**config.mk**
```make
export PLATFORM = sky130hd
export DESIGN_NAME = motor_speed_pwm_control
export DESIGN_NICKNAME = d
export VERILOG_FILES = /design/src/rtl/pwm_ctl_pkg.sv /design/src/rtl/dead_time_gate.sv /design/src/rtl/motor_speed_pwm_control.sv
export SDC_FILE = /design/constraint.sdc
export NUM_CORES = 1
export LEC_CHECK = 0
export ABC_CLOCK_PERIOD_IN_PS = 24400
export BUFFER_PORTS_ARGS = -buffer_cell sky130_fd_sc_hd__clkbuf_2
export CAP_MARGIN = 10
export CORE_MARGIN = 10
export CORE_UTILIZATION = 60
export CTS_CLUSTER_SIZE = 14
export DETAILED_ROUTE_END_ITERATION = 10
export GPL_TIMING_DRIVEN = 0
export HOLD_SLACK_MARGIN = 0.05
export PLACE_DENSITY = 0.85
export SLEW_MARGIN = 0
export SYNTH_ARGS = -nofsm -noshare
export SYNTH_HDL_FRONTEND = slang
export SYNTH_SLANG_ARGS = --single-unit
```
**constraint.sdc**
```tcl
create_clock -name clk_sys -period 24.4 [get_ports clk_sys]
set_input_delay 7.32 -clock clk_sys [delete_from_list [all_inputs] [get_ports clk_sys]]
set_output_delay 7.32 -clock clk_sys [all_outputs]
set_load 0.03 [all_outputs]
```
**src/rtl/pwm_ctl_pkg.sv**
```systemverilog
/*
 * constants, codes and state type shared by the speed reference and
 * pwm timing logic of the motor driver.
 * assumes a 10 MHz system clock; all times below are converted with it.
 */
package pwm_ctl_pkg;

   // ****************************************************************
   // clock and timing
   // ****************************************************************
   localparam int CLK_PERIOD_NS = 100;
   localparam int PWM_BASE_NS = 30500;
   localparam int PWM_STEP_NS = 400;
   localparam int PWM_BASE_CYC = PWM_BASE_NS / CLK_PERIOD_NS;
   localparam int PWM_STEP_CYC = PWM_STEP_NS / CLK_PERIOD_NS;
   localparam int DEAD_STEP_NS = 50;
   localparam int DEAD_MIN_NS = 100;
   localparam int DEAD_MIN_CYC =
      (DEAD_MIN_NS + CLK_PERIOD_NS - 1) / CLK_PERIOD_NS;
   localparam int INIT_TIME_NS = 50000;
   localparam int INIT_CYC = INIT_TIME_NS / CLK_PERIOD_NS;
   localparam int PRECHARGE_STEP_US = 14000;
   localparam int PRECHARGE_STEP_DEF =
      PRECHARGE_STEP_US * 1000 / CLK_PERIOD_NS;
   localparam int LOW_POWER_DWELL_US = 100000;
   localparam int LOW_POWER_DWELL_DEF =
      LOW_POWER_DWELL_US * 1000 / CLK_PERIOD_NS;

   // ****************************************************************
   // widths, thresholds and codes
   // ****************************************************************
   localparam int SPEED_W = 10;
   localparam int PWM_CNT_W = 11;
   localparam int DEAD_W = 7;
   localparam int TMR_W = 24;
   localparam logic [6:0] MOD_TWO_UP_PCT = 7'h32;
   localparam logic [6:0] MOD_THREE_WIDE_PCT = 7'h19;
   localparam logic [1:0] SW_TWO_PHASE = 2'h0;
   localparam logic [1:0] SW_THREE_PHASE = 2'h1;
   localparam logic [1:0] SW_AUTO_NARROW = 2'h2;
   localparam logic [1:0] SW_AUTO_WIDE = 2'h3;
   localparam logic [9:0] RELEASE_LEVEL_DEF = 10'h040;

   typedef enum logic [2:0] {
      ST_LOW_POWER = 3'b000,
      ST_INIT = 3'b001,
      ST_BRAKE = 3'b010,
      ST_PRECHARGE = 3'b011,
      ST_RUN = 3'b100,
      ST_COAST = 3'b101
   } motor_state_e;

endpackage
```
**src/rtl/dead_time_gate.sv**
```systemverilog
/*
 * one phase leg: turns the high and low gate demands into gate drives
 * with a programmable gap where both transistors are off.
 * assumes the demands are never both high and dead_cycles is at least 1.
 */
`timescale 1ns/10ps
module dead_time_gate
   import pwm_ctl_pkg::*;
(
   input wire logic clk_sys,
   input wire logic reset,
   input wire logic [DEAD_W-1:0] dead_cycles,
   input wire logic want_high,
   input wire logic want_low,
   output logic gate_high,
   output logic gate_low
);

   logic [DEAD_W-1:0] gap_q;
   logic [DEAD_W-1:0] off_cnt_q;

   // ****************************************************************
   // gate sequencing
   // ****************************************************************
   // off before partner on
   always_ff @(posedge clk_sys) begin
      if (reset) begin
         gate_high <= 1'b0;
         gate_low <= 1'b0;
         gap_q <= '0;
      end else if (gate_high && !want_high) begin
         gate_high <= 1'b0;
         gap_q <= dead_cycles - 7'h01;
      end else if (gate_low && !want_low) begin
         gate_low <= 1'b0;
         gap_q <= dead_cycles - 7'h01;
      end else if (gap_q != '0) begin
         gap_q <= gap_q - 7'h01;
      end else if (want_high && !gate_low) begin
         gate_high <= 1'b1;
      end else if (want_low && !gate_high) begin
         gate_low <= 1'b1;
      end
   end

   // ****************************************************************
   // checks
   // ****************************************************************
   // helper: cycles with both transistors off, saturating
   always_ff @(posedge clk_sys) begin
      if (reset) begin
         off_cnt_q <= '0;
      end else if (gate_high || gate_low) begin
         off_cnt_q <= '0;
      end else if (off_cnt_q != '1) begin
         off_cnt_q <= off_cnt_q + 7'h01;
      end
   end
endmodule

```
**src/rtl/motor_speed_pwm_control.sv**
```systemverilog
/*
 * speed reference, operating state sequencing and pwm timing of a
 * sensorless three phase driver.
 * assumes the speed input is an adc code on clk_sys, the configuration
 * fields are stable register outputs, and duties come from the loop.
 */
`timescale 1ns/10ps
module motor_speed_pwm_control
   import pwm_ctl_pkg::*;
#(
   parameter int SU_W = 4,
   parameter logic [9:0] LOW_POWER_RELEASE_LEVEL = RELEASE_LEVEL_DEF,
   parameter int PRECHARGE_STEP_CYC = PRECHARGE_STEP_DEF,
   parameter int LOW_POWER_DWELL_CYC = LOW_POWER_DWELL_DEF
) (
   input wire logic clk_sys,
   input wire logic reset,
   input wire logic [SPEED_W-1:0] speed_input_pin,
   input wire logic sync_loss_detect,
   input wire logic run_bit,
   input wire logic brake_bit,
   input wire logic speed_source_select,
   input wire logic [SPEED_W-1:0] serial_speed_reference,
   input wire logic [SPEED_W-1:0] max_speed_voltage,
   input wire logic [SPEED_W-1:0] min_speed_voltage,
   input wire logic [SPEED_W-1:0] excitation_start_voltage,
   input wire logic [SPEED_W-1:0] low_power_entry_voltage,
   input wire logic [SPEED_W-1:0] max_reference_speed,
   input wire logic [SPEED_W-1:0] min_reference_speed,
   input wire logic [SU_W-1:0] speed_unit,
   input wire logic [7:0] pwm_period_field,
   input wire logic [5:0] dead_time_field,
   input wire logic [1:0] switching_mode_field,
   input wire logic [2:0] precharge_time_field,
   input wire logic [6:0] modulation_index,
   input wire logic [PWM_CNT_W-1:0] duty_u,
   input wire logic [PWM_CNT_W-1:0] duty_v,
   input wire logic [PWM_CNT_W-1:0] duty_w,
   output logic [2:0] gate_high,
   output logic [2:0] gate_low,
   output logic [SPEED_W+SU_W-1:0] ref_freq,
   output logic sync_loss_flag,
   output logic fault_clear,
   output logic low_power_mode,
   output logic two_phase_active,
   output logic pwm_period_start,
   output logic [2:0] motor_state
);

   localparam int FREQ_W = SPEED_W + SU_W;
   localparam int NUM_W = FREQ_W + SPEED_W;

   motor_state_e state_q, state_d;
   logic analog_sel, vsp_zero, enable_run, below_entry, dwell_done;
   logic [SPEED_W-1:0] entry_level;
   logic [TMR_W-1:0] tmr_q, dwell_q;
   logic [FREQ_W-1:0] f_rl, f_rh, f_span, serial_freq;
   logic [NUM_W-1:0] div_quo_q;
   logic [SPEED_W-1:0] div_rem_q, div_den_q;
   logic [SPEED_W:0] div_shift;
   logic [4:0] div_cnt_q;
   logic div_done_q, in_range;
   logic [PWM_CNT_W-1:0] period_cyc, pwm_cnt_q, duty_min;
   logic [PWM_CNT_W-1:0] duty_raw [3];
   logic [11:0] dead_ns_cyc;
   logic [DEAD_W-1:0] dead_cyc;
   logic two_phase_q, low_force, run_drive;
   logic [2:0] want_high, want_low;

   function automatic logic [PWM_CNT_W-1:0] min3(
      input logic [PWM_CNT_W-1:0] a,
      input logic [PWM_CNT_W-1:0] b,
      input logic [PWM_CNT_W-1:0] c);
      logic [PWM_CNT_W-1:0] m;
      m = (a < b) ? a : b;
      return (c < m) ? c : m;
   endfunction

   // ****************************************************************
   // speed source and thresholds
   // ****************************************************************
   // analog path only when selected
   assign analog_sel = !speed_source_select;
   assign vsp_zero = analog_sel && (speed_input_pin == '0);
   // motor may only run with brake 0 and run 1
   assign enable_run = run_bit && !brake_bit;
   // entry level capped at release level
   assign entry_level = (low_power_entry_voltage > LOW_POWER_RELEASE_LEVEL)
      ? LOW_POWER_RELEASE_LEVEL : low_power_entry_voltage;
   assign below_entry = analog_sel && (speed_input_pin <= entry_level);
   assign dwell_done = dwell_q >= TMR_W'(LOW_POWER_DWELL_CYC - 1);

   // dwell below entry level before low power
   always_ff @(posedge clk_sys) begin
      if (reset) begin
         dwell_q <= '0;
      end else if (!below_entry || state_q == ST_LOW_POWER ||
                   state_q == ST_INIT) begin
         dwell_q <= '0;
      end else if (!dwell_done) begin
         dwell_q <= dwell_q + 24'h00_0001;
      end
   end

   // ****************************************************************
   // operating state
   // ****************************************************************
   always_comb begin
      state_d = state_q;
      unique case (state_q)
         // hold low power until input above release level
         ST_LOW_POWER: begin
            if (!analog_sel || speed_input_pin > LOW_POWER_RELEASE_LEVEL) begin
               state_d = ST_INIT;
            end
         end
         ST_INIT: begin
            if (tmr_q == '0) begin
               state_d = ST_BRAKE;
            end
         end
         // brake until above excitation start voltage
         ST_BRAKE: begin
            if (vsp_zero) begin
               state_d = ST_COAST;
            end else if (dwell_done) begin
               state_d = ST_LOW_POWER;
            end else if (enable_run && (!analog_sel ||
                         speed_input_pin > excitation_start_voltage)) begin
               state_d = (precharge_time_field == 3'h0) ? ST_RUN
                  : ST_PRECHARGE;
            end
         end
         ST_PRECHARGE: begin
            if (vsp_zero) begin
               state_d = ST_COAST;
            end else if (!enable_run) begin
               state_d = ST_BRAKE;
            end else if (tmr_q == '0) begin
               state_d = ST_RUN;
            end
         end
         // run until below minimum speed voltage
         ST_RUN: begin
            if (vsp_zero) begin
               state_d = ST_COAST;
            end else if (dwell_done) begin
               state_d = ST_LOW_POWER;
            end else if (!enable_run ||
                         (analog_sel && speed_input_pin < min_speed_voltage))
            begin
               state_d = ST_BRAKE;
            end
         end
         // coast with gates off, then low power
         ST_COAST: begin
            if (dwell_done) begin
               state_d = ST_LOW_POWER;
            end else if (!analog_sel ||
                         speed_input_pin > LOW_POWER_RELEASE_LEVEL) begin
               state_d = ST_BRAKE;
            end
         end
         default: state_d = ST_INIT;
      endcase
   end

   always_ff @(posedge clk_sys) begin
      if (reset) begin
         state_q <= ST_INIT;
      end else begin
         state_q <= state_d;
      end
   end

   // shared timer: initialization, then precharge
   always_ff @(posedge clk_sys) begin
      if (reset) begin
         tmr_q <= TMR_W'(INIT_CYC - 1);
      end else if (state_d != state_q && state_d == ST_INIT) begin
         tmr_q <= TMR_W'(INIT_CYC - 1);
      end else if (state_d != state_q && state_d == ST_PRECHARGE) begin
         tmr_q <= TMR_W'(precharge_time_field * PRECHARGE_STEP_CYC - 1);
      end else if (tmr_q != '0) begin
         tmr_q <= tmr_q - 24'h00_0001;
      end
   end

   // ****************************************************************
   // diagnostics and low power
   // ****************************************************************
   // flag follows running state
   always_ff @(posedge clk_sys) begin
      if (reset) begin
         sync_loss_flag <= 1'b0;
      end else if (state_d != ST_RUN || brake_bit) begin
         sync_loss_flag <= 1'b0;
      end else if (sync_loss_detect) begin
         sync_loss_flag <= 1'b1;
      end
   end

   // fault clear pulse on low power entry
   always_ff @(posedge clk_sys) begin
      if (reset) begin
         fault_clear <= 1'b0;
         low_power_mode <= 1'b0;
      end else begin
         fault_clear <= state_d == ST_LOW_POWER && state_q != ST_LOW_POWER;
         low_power_mode <= state_d == ST_LOW_POWER;
      end
   end

   // ****************************************************************
   // reference frequency
   // ****************************************************************
   // limits in 0.1 Hz units
   assign f_rl = FREQ_W'(min_reference_speed * speed_unit);
   assign f_rh = FREQ_W'(max_reference_speed * speed_unit);
   assign serial_freq = FREQ_W'(serial_speed_reference * speed_unit);
   assign f_span = (f_rh > f_rl) ? f_rh - f_rl : '0;
   assign in_range = speed_input_pin > min_speed_voltage &&
      speed_input_pin < max_speed_voltage;
   assign div_shift = {div_rem_q, div_quo_q[NUM_W-1]};

   // serial divide of span times offset by voltage span
   always_ff @(posedge clk_sys) begin
      if (reset) begin
         div_cnt_q <= '0;
         div_quo_q <= '0;
         div_rem_q <= '0;
         div_den_q <= '0;
         div_done_q <= 1'b0;
      end else if (div_cnt_q == '0) begin
         div_done_q <= 1'b0;
         if (state_q == ST_RUN && analog_sel && in_range &&
             pwm_period_start) begin
            div_cnt_q <= 5'(NUM_W);
            div_quo_q <= NUM_W'(f_span *
               (speed_input_pin - min_speed_voltage));
            div_rem_q <= '0;
            div_den_q <= max_speed_voltage - min_speed_voltage;
         end
      end else begin
         div_cnt_q <= div_cnt_q - 5'h01;
         div_done_q <= div_cnt_q == 5'h01;
         if (div_shift >= {1'b0, div_den_q}) begin
            div_rem_q <= SPEED_W'(div_shift - {1'b0, div_den_q});
            div_quo_q <= {div_quo_q[NUM_W-2:0], 1'b1};
         end else begin
            div_rem_q <= div_shift[SPEED_W-1:0];
            div_quo_q <= {div_quo_q[NUM_W-2:0], 1'b0};
         end
      end
   end

   always_ff @(posedge clk_sys) begin
      if (reset) begin
         ref_freq <= '0;
      end else if (state_q != ST_RUN) begin
         ref_freq <= '0;
      end else if (speed_source_select) begin
         ref_freq <= serial_freq;
      end else if (speed_input_pin >= max_speed_voltage) begin
         ref_freq <= f_rh;
      end else if (speed_input_pin <= min_speed_voltage) begin
         ref_freq <= f_rl;
      end else if (div_done_q) begin
         ref_freq <= f_rl + div_quo_q[FREQ_W-1:0];
      end
   end

   // ****************************************************************
   // pwm carrier and switching mode
   // ****************************************************************
   // period from field
   assign period_cyc = PWM_CNT_W'(PWM_BASE_CYC +
      pwm_period_field * PWM_STEP_CYC);
   assign pwm_period_start = pwm_cnt_q == '0;

   always_ff @(posedge clk_sys) begin
      if (reset) begin
         pwm_cnt_q <= '0;
      end else if (pwm_cnt_q >= period_cyc - 11'h001) begin
         pwm_cnt_q <= '0;
      end else begin
         pwm_cnt_q <= pwm_cnt_q + 11'h001;
      end
   end

   // mode changes only at period start to keep edges whole
   always_ff @(posedge clk_sys) begin
      if (reset) begin
         two_phase_q <= 1'b0;
      end else if (pwm_period_start) begin
         unique case (switching_mode_field)
            SW_TWO_PHASE: two_phase_q <= 1'b1;
            SW_THREE_PHASE: two_phase_q <= 1'b0;
            SW_AUTO_NARROW: two_phase_q <= modulation_index >= MOD_TWO_UP_PCT;
            SW_AUTO_WIDE: begin
               if (modulation_index >= MOD_TWO_UP_PCT) begin
                  two_phase_q <= 1'b1;
               end else if (modulation_index < MOD_THREE_WIDE_PCT) begin
                  two_phase_q <= 1'b0;
               end
            end
         endcase
      end
   end

   assign two_phase_active = two_phase_q;
   assign motor_state = state_q;

   // ****************************************************************
   // gate demands and dead time
   // ****************************************************************
   // rounded up to clock, floor of 100 ns
   assign dead_ns_cyc = 12'((dead_time_field * DEAD_STEP_NS +
      CLK_PERIOD_NS - 1) / CLK_PERIOD_NS);
   assign dead_cyc = (dead_ns_cyc < 12'(DEAD_MIN_CYC)) ? DEAD_W'(DEAD_MIN_CYC)
      : dead_ns_cyc[DEAD_W-1:0];

   assign duty_raw[0] = duty_u;
   assign duty_raw[1] = duty_v;
   assign duty_raw[2] = duty_w;
   assign duty_min = min3(duty_u, duty_v, duty_w);
   // only run, precharge, and brake with run_bit set drive gates
   assign run_drive = state_q == ST_RUN;
   assign low_force = state_q == ST_PRECHARGE ||
      (state_q == ST_BRAKE && run_bit);

   for (genvar i = 0; i < 3; i++) begin : g_leg
      always_comb begin
         want_high[i] = run_drive && (pwm_cnt_q <
            (two_phase_q ? duty_raw[i] - duty_min : duty_raw[i]));
         want_low[i] = low_force || (run_drive && !want_high[i]);
      end

      dead_time_gate u_leg (
         .clk_sys(clk_sys),
         .reset(reset),
         .dead_cycles(dead_cyc),
         .want_high(want_high[i]),
         .want_low(want_low[i]),
         .gate_high(gate_high[i]),
         .gate_low(gate_low[i])
      );
   end
endmodule

```
---- Word level (Yosys, flattened, before mapping) ----
Cells that the tools add are included.
word-level totals
  register bits after elaboration ......... 157
  input port bits ......................... 149
  output and inout port bits .............. 28
  logic and storage cells ................. 259
cells by class
  add/sub/neg operators ................... 21
  multipliers ............................. 6
  divide/modulo/power cells ............... 1
  $lt $le $gt $ge ......................... 21
  eq/ne operators ......................... 22
  muxes and demuxes ....................... 61
  bitwise logic cells ..................... 9
  reduce and logical (&&, ||, !) cells .... 95
operators with widths
  cell                     number
  $mux W24                 4
  $mux W14                 5
  $mux W7                  10
  $lt A11 B11 Y1           5
  $mux W11                 5
  $mul A10 B4 Y14          3
  $mux W3                  14
  $mux W10                 4
  $sub A11 B11 Y11         3
  $div A32 B7 Y32 const B  1
  $logic_and A1 B1 Y1      31
  $sub A7 B1 Y7 const B    4
  $add A24 B1 Y24 const B  1
  $ge A24 B20 Y1 const B   1
  $logic_not A24 Y1        1
  $mul A15 B11 Y24         1
  $reduce_bool A24 Y1      1
  $sub A24 B1 Y24 const B  1
  $sub A21 B1 Y22 const B  1
  $reduce_bool A7 Y1       3
  $gt A10 B10 Y1           2
  $gt A10 B7 Y1 const B    2
  $le A10 B10 Y1           2
  $lt A10 B10 Y1           2
  other kinds (47)         129

---- Depth between registers and ports, before layout ----
  depth after elaboration ................. 16
  gate-level depth with buffers ........... 56
  gate-level depth less buffers ........... 54

---- Cells and area by module ----
Synthesis repeated with hierarchy kept, for this count alone.
unflattened totals
  cell total of the unflattened synthesis .. 3183
  area total of the unflattened synthesis .. 24797.5 sq um
modules (own cells, without submodules)
  module                   times used  cells each  area an instance (sq um)  seq. area each (sq um)
  motor_speed_pwm_control  1           2985        23018.3                   2602.5
  dead_time_gate           3           66          593.1                     180.2

---- Worst setup path before layout ----
OpenSTA, ideal clock, no wires.
  path kind ............................... input to register
  start ................................... input speed_unit[3]
  end ..................................... register div_quo_q[23]
  setup time .............................. 0.101 ns
  arrival time ............................ 17.484 ns
  required time ........................... 24.299 ns
  setup slack ............................. 6.815 ns
  stages on the path ...................... 53
  path buffers ............................ 2
  path through ............................ clkbuf_1 > nand2_1 > fa_1 > fa_1 > inv_1 > ha_1 > a21o_1 > a21oi_1 > o21bai_1 > a21oi_1 > xnor2_1 > inv_1 > ha_1 > nand4_1 > nor2_1 > a211oi_1 > nor2b_1 > o21ai_0 > [17 not listed] > ha_1 > a21oi_1 > o21ai_0 > a21oi_1 > o21ai_0 > a21oi_1 > o21ai_0 > a21oi_1 > o21ai_0 > a21oi_1 > o21ai_0 > a21oi_1 > o211ai_1 > a21o_1 > a21oi_1 > o21ai_0 > xnor2_1 > o41ai_1
between the ends
  longest elaborated chain between the ends .. 6
  elaborated cells between the ends (all ways) .. 8
  classes of those cells .................. add/sub (1); mul (3); order compare (1); mux (3)
RTL lines
  item                                                RTL line                                                        RTL
  start: declaration                                  motor_speed_pwm_control.sv:30                                   input wire logic [SU_W-1:0] speed_unit,
  $mul A10 B4 Y14 (on tied branches)                  motor_speed_pwm_control.sv:219, motor_speed_pwm_control.sv:218
  $sub A14 B14 Y14 or $gt A14 B14 Y1 (tied branches)  motor_speed_pwm_control.sv:221                                  assign f_span = (f_rh > f_rl) ? f_rh - f_rl : '0;
  $mux W14 (*)                                        motor_speed_pwm_control.sv:221
  $mul A15 B11 Y24 (*)                                motor_speed_pwm_control.sv:239                                  div_quo_q <= NUM_W'(f_span *
  $mux W24 (*)                                        motor_speed_pwm_control.sv:236                                  if (state_q == ST_RUN && analog_sel && in_range &&
  $mux W24 (*)                                        motor_speed_pwm_control.sv:234                                  end else if (div_cnt_q == '0) begin
  end signal: assignment                              motor_speed_pwm_control.sv:239
  end signal: assignment                              motor_speed_pwm_control.sv:249                                  div_quo_q <= {div_quo_q[NUM_W-2:0], 1'b1};
  end signal: assignment                              motor_speed_pwm_control.sv:252                                  div_quo_q <= {div_quo_q[NUM_W-2:0], 1'b0};
  end: declaration                                    motor_speed_pwm_control.sv:58                                   logic [NUM_W-1:0] div_quo_q;
Mark *: on every way between the ends. The rest lies on a longest branch, timed or not. The select of a mux whose other input is x is not followed.
A chain may end at the register's enable or synchronous reset.

---- Final worst setup path ----
  start ................................... input speed_unit[2]
  end ..................................... register div_quo_q[22]
Same word-level chain as after synthesis.

==> flow_summary.json <==
{
  "fin_crit_sh_pct": 79.64,
  "clkTransAtPathRegs_ns": 0.07,
  "ys_ff_latch": 157,
  "wl_met2_um": 30710,
  "routedWlPerCell_um": 16.94,
  "synth.largest_area_cell": "ha_1",
  "synth_simple_gate_area_share_pct": 20.80,
  "crit_path_end_kind": "flop",
  "synth_edf_count": 0,
  "grt_max_degree": 17,
  "dieArea_mm2": 0.04970,
  "die_width_um": 222.9,
  "clock.fmax_ghz": 0.05146,
  "ioPinCount": 177,
  "critPathKind": "input pin to flop",
  "avgSynthCellArea_um2": 7.799,
  "die_h_um": 222.9,
  "synthXorXnorAreaFrac_pct": 7.545,
  "cpPeakStageDelay_ns": 0.61,
  "synth_top_area_share_pct": 17.32,
  "cts-hold-fix-buffers": 0,
  "tightest_slew_ns": 1.259,
  "synthMuxAreaShare_pct": 2.142,
  "cap_viol_max_count": 0,
  "crit_top_cell": "o21ai_0",
  "crit_slowest_cell": "fa_1",
  "diodes": 0,
  "fin_util_pct": 65.92,
  "setup_viol": 0,
  "drive_gt1_share_pct": 8.684,
  "drt_iter0_markers": 1874,
  "cp.arrival_ns": 19.78,
  "clock-sinks": 157,
  "clock_latency_ns": 0.44,
  "syn_to_final_growth_pct": 8.685,
  "grt_pass1_wl_um": 110100,
  "htree_levels": 4,
  "vias": 23144,
  "ys_seq_area_share_pct": 12.72,
  "ctsResizeCount": 0,
  "cts_setup_buffers": 0,
  "holdCritPathClass": "flop to flop",
  "hold_violations": 0,
  "clockBufferDepth": 2,
  "ys_async_sr_fraction_pct": 0,
  "synth_top_family_by_area": "adder cells",
  "wl_um": 66160,
  "rsz0062_at_grt": "false",
  "crit_fanout": 10,
  "top_layer": "met4",
  "clock_skew_ns": 0.01003,
  "grt_pass1_vias": 22802,
  "synth_compound_area_share_pct": 18.57,
  "grtUsageTotal_pct": 26.02,
  "cts_tree": "yes",
  "synthCells": 3168,
  "grt_remaining_overflow": 0,
  "drc": 0,
  "status": "complete, no violations",
  "setup_tns_ns": 0,
  "wl_met3_um": 4683,
  "synth_ff_type": "dfxtp_1",
  "root_buffer": "clkbuf_16",
  "cp.required_ns": 24.75,
  "coreArea_mm2": 0.04074,
  "synthAdderAreaFrac_pct": 30.93,
  "period_needed_ns": 19.43,
  "firstDrtPassIters": 6,
  "io_buffers": 172,
  "routed_via_density": 5.925,
  "final_cell_mix": "nor2_1 (363), inv_1 (351), ha_1 (342)",
  "synth.top_cells.by_area": "ha_1 (17%), fa_1 (14%), dfxtp_1 (13%)",
  "final_nets": 4020,
  "rows": 74,
  "max-slew-margin-rel_pct": 15.64,
  "final_antenna_net_count": 0,
  "layout_commonest_cell": "nor2_1",
  "final_max_slew_viol_count": 0,
  "ys_warn_count": 0,
  "syn_area_mm2": 0.02471,
  "antenna_found_initial": 0,
  "synth_cell_type_count": 106,
  "gp_congestion": 0.9765,
  "dp_hpwl_um": 54220,
  "drt-met1-wl_um": 28790,
  "start_util_pct": 60.65,
  "cts_made_buffers": 17,
  "cp-start-kind": "input pin"
}
==> synthesized netlist by cell type, drive strengths merged, types with 60 or more instances <==
library cell and instances:
nor2 365, inv 352, ha 342, nand2 319, a21oi 210, fa 168, dfxtp 157, xnor2 143
o21ai 106, clkbuf 87, a21o 83, xor2 69, nand3 61, nor3 61, and2 60
==> state kept, by name, summed over array words and instances (netlist names), 10 cells and up <==
signal,count
ref_freq,14
div_den_q,10
div_rem_q,10
div_quo_q,24
dwell_q,24
tmr_q,24
g_leg.u_leg.gap_q,21
pwm_cnt_q,11
==> worst max-delay path, delay by kind of cell <==
family          cells  cell delay, ns
compound gates     25            4.51
fa+ha+maj          10            4.43
simple gates       10            1.82
buf+inv             7            1.11
xor+xnor            2            0.56
==> stage by stage <==
step | worst slack (ns) | instances | hold slack [ns] | cell area, µm²
final | 4.968 | 3906 | 0.4311 | 26850
after global routing | 3.951 | 3906 | 0.4523 | 26850
after CTS | 5.310 | 3906 | 0.4336 | 26850
after detailed placement | 4.895 | 3874 | 0.4240 | 26250
after global placement | 5.223 | 3874 | 0.4146 | 26240
after floorplan | 6.815 | 3170 | 0.4080 | 24720
==> area by class of cell <==
| class | count | area (µm²) |
|---|---|---|
| multi-input cells | 2550 | 19790 |
| fillers | 3461 | 13890 |
| inverters | 352 | 1321 |
| clock inverters | 12 | 132.6 |
| clock buffers | 20 | 466.7 |
| flip-flops and latches | 157 | 3143 |
| plain buffers | 111 | 475.5 |
| well taps | 532 | 665.6 |
| repair buffers | 172 | 860.8 |
==> worst paths after layout <==
kind,startpoint,to,slack (ns),depth (start not counted)
min,dwell_q[21],dwell_q[21],0.43,2
max,speed_unit[2],div_quo_q[22],4.97,54
max reg2reg,two_phase_active,g_leg[2].u_leg.gap_q[2],19.59,21
min reg2reg,dwell_q[21],dwell_q[21],0.43,2
==> metal layers <==
layer / up-vias / global-route usage [%]
met4: 0 / 8.457
met3: 155 / 4.158
met5: - / 0
met1: 10925 / 33.89
met2: 852 / 43.13
li1: 11212 / -
==> cells by family after synthesis <==
family / count (synthesis)
xor+xnor: 212
compound gates: 677
simple gates: 1097
other cells: 1
fa+ha+maj: 510
mux: 51
flops: 157
buf+inv: 463
Power is left out: the tool's default activity adds up to more than one toggle a clock period on the data nets, which glitch-free logic cannot reach.
